### config.mk
export PLATFORM = sky130hd
export DESIGN_NAME = timer_oneshot_pwm
export DESIGN_NICKNAME = d
export VERILOG_FILES = /design/src/inc/tmr_pkg.sv /design/src/design/trig_edge_detect.sv /design/src/design/compare_shadow.sv /design/src/design/timer_oneshot_pwm.sv
export SDC_FILE = /design/constraint.sdc
export NUM_CORES = 1
export LEC_CHECK = 0
export BUFFER_PORTS_ARGS = -buffer_cell sky130_fd_sc_hd__buf_2
export CAP_MARGIN = 10
export CORE_UTILIZATION = 23
export DETAILED_ROUTE_END_ITERATION = 16
export SETUP_SLACK_MARGIN = 0.3
export SLEW_MARGIN = 30
export SYNTH_ARGS = -nofsm -noshare
export SYNTH_HDL_FRONTEND = slang
export SYNTH_HIERARCHICAL = 1
export SYNTH_SLANG_ARGS = --single-unit
### constraint.sdc
create_clock -name i_core_clk -period 4.7 [get_ports i_core_clk]
set_input_delay 1.175 -clock i_core_clk [delete_from_list [all_inputs] [get_ports i_core_clk]]
set_output_delay 1.175 -clock i_core_clk [all_outputs]
set_load 0.05 [all_outputs]
### src/inc/tmr_pkg.sv
// Constants shared by the one-shot / PWM timer channel.
// Assumes one core clock drives the counter; no clock prescaling.
// Behaviour
// - Mode field 011 selects one-shot pulse operation.
// - In one-shot, run bit only arms; external edge or software trigger starts.
// - Trigger moves counter FFFFH to 0000H, counts, and gives one pulse.
// - After the pulse the counter reloads FFFFH, halts, awaits next trigger.
// - Triggers arriving during a one-shot pulse are ignored.
// - One-shot delay is compare 1; width is compare 0 minus compare 1 plus 1.
// - One-shot output 0 is active while counting, inactive while awaiting trigger.
// - One-shot: compare 1 match asserts output 1; compare 0 ends pulse, stops.
// - One-shot compare values are unbuffered; lower rewrite wraps through FFFFH.
// - Compare 1 interrupt fires in the match clock, aligned with output 1.
// - Mode field 100 selects continuous PWM operation.
// - PWM: run bit clears counter to 0000H and starts at once.
// - PWM period is compare 0 plus 1; active width is compare 1.
// - PWM output 0 toggles every PWM period, a square wave.
// - PWM: count equal to shadow 0 clears counter, compare 0 interrupt follows.
// - Shadows load from registers at start, then only at a clear armed by compare 1 write.
// - Armed copy happens with the period clear; shadows drive the compares.
// - Compare 1 of 0000H gives 0% duty; interrupt still periodic.
// - Compare 1 equal compare 0 plus one gives 100%; impossible at FFFFH.
// - Counter value is readable at any time without disturbing counting.
package tmr_pkg;
    localparam int          CNT_W         = 16;
    localparam logic [2:0]  MODE_ONE_SHOT = 3'h3;
    localparam logic [2:0]  MODE_PWM      = 3'h4;
    localparam logic [15:0] COUNT_IDLE    = 16'hffff;
    localparam logic [15:0] COUNT_START   = 16'h0000;
    localparam logic [15:0] SHADOW_RESET  = 16'h0000;
    localparam logic [1:0]  EDGE_NONE     = 2'h0;
    localparam logic [1:0]  EDGE_RISE     = 2'h1;
    localparam logic [1:0]  EDGE_FALL     = 2'h2;
    localparam logic [1:0]  EDGE_BOTH     = 2'h3;
endpackage : tmr_pkg

### src/design/trig_edge_detect.sv
// External trigger synchroniser and selectable edge detector.
// Assumes the trigger pin is asynchronous to the core clock.
`timescale 1ns/1ps
module trig_edge_detect (
    input  wire logic       i_core_clk,
    input  wire logic       i_rst_n,
    input  wire logic       i_trig_pin,
    input  wire logic [1:0] i_trig_edge,
    output logic            o_trig_pulse
);
    import tmr_pkg::*;

    logic sync1_ff;
    logic sync2_ff;
    logic prev_ff;
    logic rise;
    logic fall;

    ////////////////////////////////////////////////////////////////////////////
    // Two stages before any logic looks at the pin
    always_ff @(posedge i_core_clk or negedge i_rst_n) begin
        if (!i_rst_n) begin
            sync1_ff <= 1'b0;
            sync2_ff <= 1'b0;
            prev_ff  <= 1'b0;
        end else begin
            sync1_ff <= i_trig_pin;
            sync2_ff <= sync1_ff;
            prev_ff  <= sync2_ff;
        end
    end

    ////////////////////////////////////////////////////////////////////////////
    assign rise = sync2_ff & ~prev_ff;
    assign fall = ~sync2_ff & prev_ff;

    always_comb begin
        case (i_trig_edge)
            EDGE_RISE: o_trig_pulse = rise;
            EDGE_FALL: o_trig_pulse = fall;
            EDGE_BOTH: o_trig_pulse = rise | fall;
            default:   o_trig_pulse = 1'b0;
        endcase
    end
endmodule : trig_edge_detect

### src/design/compare_shadow.sv
// Buffered copies of both compare registers for PWM mode.
// Assumes the caller signals the period clear and the channel start.
`timescale 1ns/1ps
module compare_shadow #(
    parameter int W = 16
) (
    input  wire logic         i_core_clk,
    input  wire logic         i_rst_n,
    input  wire logic [W-1:0] i_compare_register_0,
    input  wire logic [W-1:0] i_compare_register_1,
    input  wire logic         i_cr1_write,
    input  wire logic         i_period_clear,
    input  wire logic         i_start,
    output logic [W-1:0]      o_shadow0,
    output logic [W-1:0]      o_shadow1,
    output logic [W-1:0]      o_next_shadow1
);
    import tmr_pkg::*;

    logic armed_ff;
    logic load;

    ////////////////////////////////////////////////////////////////////////////
    // Only a compare 1 write arms the copy; compare 0 alone stays pending
    assign load = i_start | (armed_ff & i_period_clear);
    assign o_next_shadow1 = load ? i_compare_register_1 : o_shadow1;

    always_ff @(posedge i_core_clk or negedge i_rst_n) begin
        if (!i_rst_n) begin
            armed_ff <= 1'b0;
        end else if (i_cr1_write) begin
            armed_ff <= 1'b1;
        end else if (load) begin
            armed_ff <= 1'b0;
        end
    end

    // A write colliding with the copy is undefined by contract; write wins here
    always_ff @(posedge i_core_clk or negedge i_rst_n) begin
        if (!i_rst_n) begin
            o_shadow0 <= W'(SHADOW_RESET);
            o_shadow1 <= W'(SHADOW_RESET);
        end else if (load) begin
            o_shadow0 <= i_compare_register_0;
            o_shadow1 <= i_compare_register_1;
        end
    end
endmodule : compare_shadow

### src/design/timer_oneshot_pwm.sv
// One 16-bit timer channel in one-shot pulse and PWM output modes.
// Assumes the count clock is the core clock and that control inputs
// come from registers on the same clock; only the trigger pin is async.
`timescale 1ns/1ps
module timer_oneshot_pwm (
    input  wire logic                      i_core_clk,
    input  wire logic                      i_rst_n,
    input  wire logic                      i_counter_run_bit,
    input  wire logic [2:0]                i_operating_mode_field,
    input  wire logic                      i_software_trigger_bit,
    input  wire logic [tmr_pkg::CNT_W-1:0] i_compare_register_0,
    input  wire logic [tmr_pkg::CNT_W-1:0] i_compare_register_1,
    input  wire logic                      i_cr1_write,
    input  wire logic                      i_ext_trigger,
    input  wire logic [1:0]                i_trigger_edge_control,
    input  wire logic                      i_out0_enable,
    input  wire logic                      i_out0_active_low,
    input  wire logic                      i_out1_enable,
    input  wire logic                      i_out1_active_low,
    output logic                           o_compare_output_0,
    output logic                           o_compare_output_1,
    output logic                           o_compare0_interrupt,
    output logic                           o_compare1_interrupt,
    output logic                           o_running,
    output logic [tmr_pkg::CNT_W-1:0]      o_counter_read_buffer
);
    import tmr_pkg::*;

    ////////////////////////////////////////////////////////////////////////////
    // Declarations
    typedef enum logic [1:0] {
        ST_IDLE,
        ST_WAIT_TRIG,
        ST_COUNT
    } state_t;

    state_t              state_ff;
    state_t              nxt_state;
    logic [CNT_W-1:0]    count_ff;
    logic [CNT_W-1:0]    nxt_count;
    logic                act0_ff;
    logic                nxt_act0;
    logic                act1_ff;
    logic                nxt_act1;
    logic                cc0_ff;
    logic                nxt_cc0;
    logic                cc1_ff;
    logic                nxt_cc1;
    logic                pin0_ff;
    logic                pin1_ff;
    logic                ext_pulse;
    logic                trigger;
    logic                mode_os;
    logic                mode_pwm;
    logic                start;
    logic                period_clear;
    logic [CNT_W-1:0]    shadow0;
    logic [CNT_W-1:0]    shadow1;
    logic [CNT_W-1:0]    next_shadow1;
    logic [CNT_W-1:0]    cmp0;
    logic [CNT_W-1:0]    cmp1;

    // Disabled outputs are held low regardless of polarity
    function automatic logic pin_level(input logic en, input logic low, input logic act);
        pin_level = en & (act ^ low);
    endfunction : pin_level

    ////////////////////////////////////////////////////////////////////////////
    // Sub-blocks
    trig_edge_detect u_trig (
        .i_core_clk   (i_core_clk),
        .i_rst_n      (i_rst_n),
        .i_trig_pin   (i_ext_trigger),
        .i_trig_edge  (i_trigger_edge_control),
        .o_trig_pulse (ext_pulse)
    );

    compare_shadow #(
        .W (CNT_W)
    ) u_shadow (
        .i_core_clk           (i_core_clk),
        .i_rst_n              (i_rst_n),
        .i_compare_register_0 (i_compare_register_0),
        .i_compare_register_1 (i_compare_register_1),
        .i_cr1_write          (i_cr1_write),
        .i_period_clear       (period_clear),
        .i_start              (start),
        .o_shadow0            (shadow0),
        .o_shadow1            (shadow1),
        .o_next_shadow1       (next_shadow1)
    );

    ////////////////////////////////////////////////////////////////////////////
    // Mode decode and compare source
    assign mode_os  = (i_operating_mode_field == MODE_ONE_SHOT);
    assign mode_pwm = (i_operating_mode_field == MODE_PWM);
    assign trigger  = ext_pulse | i_software_trigger_bit;

    // One-shot compares the live registers so a rewrite acts at once
    assign cmp0 = mode_os ? i_compare_register_0 : shadow0;
    assign cmp1 = mode_os ? i_compare_register_1 : shadow1;

    assign start        = mode_pwm && i_counter_run_bit && (state_ff != ST_COUNT);
    assign period_clear = mode_pwm && (state_ff == ST_COUNT) && (count_ff == cmp0);

    ////////////////////////////////////////////////////////////////////////////
    // Next-state logic
    always_comb begin
        nxt_state = state_ff;
        nxt_count = count_ff;
        nxt_act0  = act0_ff;
        nxt_act1  = act1_ff;
        nxt_cc0   = 1'b0;
        nxt_cc1   = 1'b0;
        if (!i_counter_run_bit || !(mode_os || mode_pwm)) begin
            nxt_state = ST_IDLE;
            nxt_count = COUNT_IDLE;
            nxt_act0  = 1'b0;
            nxt_act1  = 1'b0;
        end else if (mode_os) begin
            case (state_ff)
                ST_COUNT: begin
                    // Triggers are not looked at while the pulse runs
                    if (count_ff == cmp0) begin
                        nxt_state = ST_WAIT_TRIG;
                        nxt_count = COUNT_IDLE;
                        nxt_act0  = 1'b0;
                        nxt_act1  = 1'b0;
                        nxt_cc0   = 1'b1;
                    end else begin
                        nxt_count = count_ff + 16'h0001;
                        if (nxt_count == cmp1) begin
                            nxt_act1 = 1'b1;
                            nxt_cc1  = 1'b1;
                        end
                    end
                end
                ST_IDLE, ST_WAIT_TRIG: begin
                    nxt_state = ST_WAIT_TRIG;
                    nxt_count = COUNT_IDLE;
                    nxt_act0  = 1'b0;
                    nxt_act1  = 1'b0;
                    if (trigger) begin
                        nxt_state = ST_COUNT;
                        nxt_count = COUNT_START;
                        nxt_act0  = 1'b1;
                        // Zero delay asserts output 1 with the trigger
                        if (cmp1 == COUNT_START) begin
                            nxt_act1 = 1'b1;
                            nxt_cc1  = 1'b1;
                        end
                    end
                end
                default: begin
                    nxt_state = ST_IDLE;
                end
            endcase
        end else begin
            case (state_ff)
                ST_COUNT: begin
                    if (period_clear) begin
                        nxt_count = COUNT_START;
                        nxt_cc0   = 1'b1;
                        nxt_act0  = ~act0_ff;
                        // New shadow takes effect for the period now starting
                        nxt_act1  = (next_shadow1 != COUNT_START);
                        nxt_cc1   = (next_shadow1 == COUNT_START);
                    end else begin
                        nxt_count = count_ff + 16'h0001;
                        // D1 = D0 + 1 is never reached, so output 1 stays on
                        if (nxt_count == cmp1) begin
                            nxt_act1 = 1'b0;
                            nxt_cc1  = 1'b1;
                        end
                    end
                end
                ST_IDLE, ST_WAIT_TRIG: begin
                    nxt_state = ST_COUNT;
                    nxt_count = COUNT_START;
                    nxt_act0  = 1'b0;
                    nxt_act1  = (i_compare_register_1 != COUNT_START);
                    nxt_cc1   = (i_compare_register_1 == COUNT_START);
                end
                default: begin
                    nxt_state = ST_IDLE;
                end
            endcase
        end
    end

    ////////////////////////////////////////////////////////////////////////////
    // Sequencing state and counter
    always_ff @(posedge i_core_clk or negedge i_rst_n) begin
        if (!i_rst_n) begin
            state_ff <= ST_IDLE;
            count_ff <= COUNT_IDLE;
        end else begin
            state_ff <= nxt_state;
            count_ff <= nxt_count;
        end
    end

    // Logical output levels, before polarity and enable
    always_ff @(posedge i_core_clk or negedge i_rst_n) begin
        if (!i_rst_n) begin
            act0_ff <= 1'b0;
            act1_ff <= 1'b0;
        end else begin
            act0_ff <= nxt_act0;
            act1_ff <= nxt_act1;
        end
    end

    // Interrupt pulses, one clock each
    always_ff @(posedge i_core_clk or negedge i_rst_n) begin
        if (!i_rst_n) begin
            cc0_ff <= 1'b0;
            cc1_ff <= 1'b0;
        end else begin
            cc0_ff <= nxt_cc0;
            cc1_ff <= nxt_cc1;
        end
    end

    // Pin flops see the same next level, so edges align with interrupts
    always_ff @(posedge i_core_clk or negedge i_rst_n) begin
        if (!i_rst_n) begin
            pin0_ff <= 1'b0;
            pin1_ff <= 1'b0;
        end else begin
            pin0_ff <= pin_level(i_out0_enable, i_out0_active_low, nxt_act0);
            pin1_ff <= pin_level(i_out1_enable, i_out1_active_low, nxt_act1);
        end
    end

    ////////////////////////////////////////////////////////////////////////////
    // Outputs
    assign o_compare_output_0    = pin0_ff;
    assign o_compare_output_1    = pin1_ff;
    assign o_compare0_interrupt  = cc0_ff;
    assign o_compare1_interrupt  = cc1_ff;
    assign o_counter_read_buffer = count_ff;

    always_ff @(posedge i_core_clk or negedge i_rst_n) begin
        if (!i_rst_n) begin
            o_running <= 1'b0;
        end else begin
            o_running <= (nxt_state == ST_COUNT);
        end
    end
endmodule : timer_oneshot_pwm

After elaboration in Yosys (flattened, before gate mapping)
Index checks and enable logic that the tools add are counted.

cells by class
  add/subtract/negate cells = 1
  equality and inequality tests = 11
  muxes and demuxes = 49
  bitwise operators = 13
  reduce and logical (&&, ||, !) cells = 17

operator list
  kind                                                             count
  16-bit two-way mux                                               8
  16-bit one-hot mux with 2 select lines                           2
  16-bit logical NOT                                               3
  16-bit == test                                                   2
  16-bit nonzero test                                              2
  1-bit two-way mux                                                26
  16-bit by 1-bit adder with 16-bit output, second input constant  1
  1-bit one-hot mux with 2 select lines                            6
  2-bit == test, second input constant                             4
  2-bit two-way mux                                                4
  2-bit one-hot mux with 2 select lines                            2
  1-bit bitwise AND                                                5
  2-bit by 1-bit == test with 1-bit output, second input constant  2
  1-bit logical AND                                                4
  3-bit by 2-bit == test with 1-bit output, second input constant  1
  3-bit == test, second input constant                             1
  1-bit inverter                                                   3
  1-bit bitwise OR                                                 3
  1-bit one-hot mux with 3 select lines                            1
  3-bit nonzero test                                               1
  1-bit logical NOT                                                2
  2-bit logical NOT                                                1
  1-bit logical OR                                                 2
  2-bit != test, second input constant                             1
  3 further kinds                                                  4

storage, ports and cells
  bits in registers = 61
  bits of input ports = 47
  output and inout port bits = 21
  logic and storage cells = 106

Longest topological paths before layout
  word-level depth = 14
  gate-level depth with buffers = 18
  gate-level depth less buffers = 15

Cells and area by module
The synthesis kept the hierarchy.

by module, submodules not included
  module             times used  cells an instance  area each (µm²)  seq. area each (µm²)
  timer_oneshot_pwm  1           355                2871.5           645.6
  compare_shadow     1           71                 1247.4           825.8
  trig_edge_detect   1           12                 133.9            75.1

Worst setup path after synthesis
No wires, ideal clock.

  kind = input to register
  start = in i_operating_mode_field[2]
  end = reg pin1_ff, in the netlist o_compare_output_1
  library setup time = 0.129 ns
  data arrival time = 4.412 ns
  required time = 4.571 ns
  setup slack = 0.159 ns
  stages on the path = 17
  path buffers = 2
  path through = and3b_4 > buf_6 > mux2i_1 > o22ai_1 > and4bb_2 > o21ai_0 > nor3_1 > a21oi_4 > buf_6 > mux2_2 > nor4_1 > nand4_1 > a2111oi_0 > o221ai_1 > o211ai_1 > a211oi_2 > mux2i_1

between the ends
  word-level cells in the longest chain between the ends = 14
  elaborated cells on any way between the ends = 30
  classes of those cells = eq/ne: 4; mux: 13; bitwise: 4; reduce/logical: 9

ends and longest elaborated chain
  item                                       line                      text
  start, declared                            timer_oneshot_pwm.sv:9    input wire logic [2:0] i_operating_mode_field,
  3-bit by 2-bit == test with 1-bit output   timer_oneshot_pwm.sv:95   assign mode_os = (i_operating_mode_field == MODE_ONE_SHOT);
  16-bit two-way mux                         timer_oneshot_pwm.sv:100  assign cmp0 = mode_os ? i_compare_register_0 : shadow0;
  16-bit == test                             timer_oneshot_pwm.sv:104  assign period_clear = mode_pwm && (state_ff == ST_COUNT) && (count_ff == cmp0);
  1-bit logical AND (*)                      timer_oneshot_pwm.sv:104
  named net period_clear                     timer_oneshot_pwm.sv:56   logic period_clear;
  1-bit bitwise AND (*)                      compare_shadow.sv:25      assign load = i_start | (armed_ff & i_period_clear);
  1-bit bitwise OR (*)                       compare_shadow.sv:25
  16-bit two-way mux (*)                     n/a
  named net next_shadow1[2]                  timer_oneshot_pwm.sv:59   logic [CNT_W-1:0] next_shadow1;
  16-bit nonzero test (*)                    timer_oneshot_pwm.sv:166  nxt_act1 = (next_shadow1 != COUNT_START);
  1-bit two-way mux (*)                      timer_oneshot_pwm.sv:161  if (period_clear) begin
  1-bit one-hot mux with 2 select lines (*)  timer_oneshot_pwm.sv:159  case (state_ff)
  1-bit two-way mux (*)                      timer_oneshot_pwm.sv:120  end else if (mode_os) begin
  1-bit two-way mux (*)                      timer_oneshot_pwm.sv:115  if (!i_counter_run_bit || !(mode_os || mode_pwm)) begin
  named net nxt_act1                         timer_oneshot_pwm.sv:44   logic nxt_act1;
  1-bit XOR (*)                              timer_oneshot_pwm.sv:65   pin_level = en & (act ^ low);
  1-bit bitwise AND (*)                      timer_oneshot_pwm.sv:65
  end signal, assigned                       timer_oneshot_pwm.sv:232  pin1_ff <= pin_level(i_out1_enable, i_out1_active_low, nxt_act1);
  end, declared                              timer_oneshot_pwm.sv:50   logic pin1_ff;

Mark *: on every way through the listed nets, which the timed path passes. The rest lies on a longest branch.
A chain may end at the register's enable or synchronous reset.

Final worst setup path
  start = in i_operating_mode_field[2]
  end = reg cc1_ff, in the netlist o_compare1_interrupt

between the ends
  word-level cells in the longest chain between the ends = 12
  elaborated cells on any way between the ends = 27
  classes of those cells = eq/ne: 4; mux: 12; bitwise: 2; reduce/logical: 9

ends and longest elaborated chain
  item                                       line                      text
  3-bit by 2-bit == test with 1-bit output   timer_oneshot_pwm.sv:95
  16-bit two-way mux                         timer_oneshot_pwm.sv:100
  16-bit == test                             timer_oneshot_pwm.sv:104
  1-bit logical AND (*)                      timer_oneshot_pwm.sv:104
  named net period_clear                     timer_oneshot_pwm.sv:56
  1-bit bitwise AND (*)                      compare_shadow.sv:25
  1-bit bitwise OR (*)                       compare_shadow.sv:25
  16-bit two-way mux (*)                     n/a
  named net next_shadow1[9]                  timer_oneshot_pwm.sv:59
  16-bit logical NOT (*)                     timer_oneshot_pwm.sv:167  nxt_cc1 = (next_shadow1 == COUNT_START);
  1-bit two-way mux (*)                      timer_oneshot_pwm.sv:161
  1-bit one-hot mux with 2 select lines (*)  timer_oneshot_pwm.sv:159
  1-bit two-way mux (*)                      timer_oneshot_pwm.sv:120
  1-bit two-way mux (*)                      timer_oneshot_pwm.sv:115
  named net nxt_cc1                          timer_oneshot_pwm.sv:48   logic nxt_cc1;
  end signal, assigned                       timer_oneshot_pwm.sv:221  cc1_ff <= nxt_cc1;
  end, declared                              timer_oneshot_pwm.sv:47   logic cc1_ff;

Marked as above.

==> results.toml <==
[status]
status = "finished, final reports clean"

[route]
vias_per_cell = 4.90
wl_met2_um = 6140
drc = 0
drt_iter0_markers = 305
num_vias = 3682
wl_per_cell_um = 18.0
ant_nets = 0
wl_met3_um = 843
totalWireLength_um = 13500
wl_met1_um = 6260
top_layer_used = "met4"
dr.pass1.iters = 5

[synthesis]
synth_top_flop_cell = "dfrtp_1"
synthCells = 438
synth_area_per_cell_um2 = 9.71
yosysTopAreaCellShare_pct = 26.5
synth_common_cells = "dfrtp_1, mux2_2, nor2_1"
ys_ff_latch = 61
async_flop_share_pct = 100
synth_area_leaders = "dfrtp_1, dfstp_2, mux2_2, xnor2_1, mux2i_1"
yosysTopAreaCell = "dfrtp_1"
synth-edff-count = 0
ys_types = 70
yosysMostFrequentCell = "dfrtp_1"
seq_area_frac_synth_pct = 36.4
yosys_warnings = 6
syn_area_um2 = 4250
synth_nets = 488

[clock_network]
clk_pin_slew_ps = 50
cts_hold_buf = 0
cts_tree = "done"
clock_path_buffers = 2
cts.sinks = 61
cts_buffers = 9
cts_root_buffer = "clkbuf_16"
insertion_delay_ps = 350
h-tree-depth = 3

[setup_path]
crit_fanout = 5
start_kind = "input pin"
arrival_ps = 4620
crit_type = "in -> reg"
cp.required_ps = 4940
cp-end-kind = "flop"

[sta]
max_freq_ghz = 0.228
worstMarginPinSlew_ps = 753
rsz0062_at_grt = "true"
clock_skew_ps = 8.54
post-route-period-util_pct = 93.1
max_slew_margin_pct = 49.6
slew_violations = 0
setup_viol = 0
fin_crit_ps = 4380
timing.final.hold_violations = 0
fin_ws_ps = 323

[power]
p_leak_nw = 2.28
p_switching_w = 0.000612
powerDensity_nw_per_um2 = 345
p_seq_share_pct = 36.9
power.total_w = 0.00185
comb_power_share_pct = 29.1
ir_drop_v = 0.000186
sw_frac_of_total_pct = 33.1
p_int_w = 0.00124
clock_power_share_pct = 34.1

[floorplanning]
die_y_um = 138
dieArea_um2 = 19000
ioPinCount = 68
core-area_um2 = 18000
start_util_pct = 23.6
rows = 49
fp.dieW_um = 138

[grt]
antenna_found_initial = 1
grt_max_degree = 38
grt_pass1_vias = 3558
grt_usage_pct = 14.7
grt_first_pass_wirelength_um = 20500
grt.overflow.total = 0

[run]
maxCapViolCount = 0

[place]
port_buffers = 67
hpwl_um = 9960
dp_slack_ps = -241
gp_congestion = 0.829

[finish]
seqCellArea_um2 = 1550
synthToLayoutAreaGrowth_pct = 26.0
n_antenna_cell = 0
n_fill_cell = 1905
final_nets = 567
multiInputGateArea_um2 = 2580
drive_above_1_share_pct = 35.1

[worst_hold_path]
hold_path.class = "reg -> reg"
[worst paths after layout]
path	startpoint	to	slack, ps	cells past startpoint
max	i_operating_mode_field[2]	o_compare1_interrupt	320	16
min	u_trig/sync1_ff	u_trig/sync2_ff	350	0
max reg2reg	o_counter_read_buffer[3]	o_compare1_interrupt	760	15
min reg2reg	u_trig/sync1_ff	u_trig/sync2_ff	350	0
max in group asynchronous	i_rst_n	o_counter_read_buffer[2]	3100	2
min in group asynchronous	i_rst_n	u_shadow/o_shadow0[2]	810	1
[area by class of cell]
type,instances,share of cell area (%)
tap,229,5.35
inverter,11,0.771
clock buffer,11,4.72
sequential,61,28.9
timing repair buffer,98,11.7
multi-input combinational,336,48.1
clock inverter,5,0.467
[stage by stage]
| stage | hold WS (ps) | cells | cell area [um2] | utilization [%] | setup TNS, ps |
|---|---|---|---|---|---|
| floorplan | 331 | 438 | 4260 | - | 0 |
| global placement | 338 | 727 | 4880 | 27.1 | -134 |
| detailed placement | 336 | 727 | 4890 | 27.1 | -388 |
| CTS | 349 | 745 | 5200 | 28.8 | 0 |
| global route | 354 | 751 | 5360 | 29.7 | 0 |
| finish | 346 | 751 | 5360 | 29.7 | 0 |
[worst max-delay path: stages]
cell and delay, ps:
buf_8 100, and3b_4 350, mux2i_2 250, o22ai_1 120
and4bb_2 350, o21ai_4 80, nor3_4 230, a21oi_4 130
buf_12 160, mux2_2 290, nor4_2 320, nand4_1 240
buf_4 200, o311ai_0 300, a31oi_1 90, nor3_1 230
[layer usage]
layer  vias to the layer above  GRT usage, %
met5                         -             0
met4                         0          6.10
met3                        17          3.18
met2                       118          22.2
met1                      1775          20.0
li1                       1772             -
[logic make-up (layout without fill, tap and decap cells)]
group,after synthesis,after routing,synth area share [%]
buffers and inverters,42,125,5.30
AOI/OAI and AO/OA,88,88,15.2
and+or+nand+nor,150,151,20.0
muxes,53,53,13.5
xor gates and xnor gates,41,41,8.77
DFF,61,61,36.4
adders and majority gates,3,3,0.883
[what timing repair did]
item,CTS,global route
gates cloned,0,3
endpoints found under the setup margin,2,3
pin swaps,3,9
resized for setup,1,14
setup buffers,2,3
[cells in the final DEF, fill, tap and decap left out, types with 5 or more instances in the layout]
cell	count
buf_2	65
nand2b_1	20
xnor2_1	26
mux2_2	29
dfstp_2	16
inv_1	11
nor3_1	11
and3_1	5
clkinv_2	5
nand3_1	8
o21ai_0	6
nand4_1	8
buf_4	29
clkbuf_16	11
a211oi_1	5
xor2_1	14
nand2_1	27
dfrtp_1	45
a21oi_1	16
nor4_1	9
nor2_1	27
mux2i_1	19
a31oi_1	6
[power by group through the flow]
stage / Clock (W) / Combinational (W) / Sequential (W)
finish: 0.000629 / 0.000537 / 0.000681
global route: 0.000661 / 0.000586 / 0.000690
CTS: 0.000644 / 0.000515 / 0.000679
detailed placement: 0 / 0.000510 / 0.000687
global placement: 0 / 0.000504 / 0.000684
floorplan: 0 / 0.000357 / 0.000686
[state kept, by name, indices dropped and copies added, names as in the netlist, 2 cells and up]
| name | cells |
|---|---|
| o_counter_read_buffer | 16 |
| state_ff | 2 |
| u_shadow/o_shadow0 | 16 |
| u_shadow/o_shadow1 | 16 |
Power figures use the tool's default switching activity.
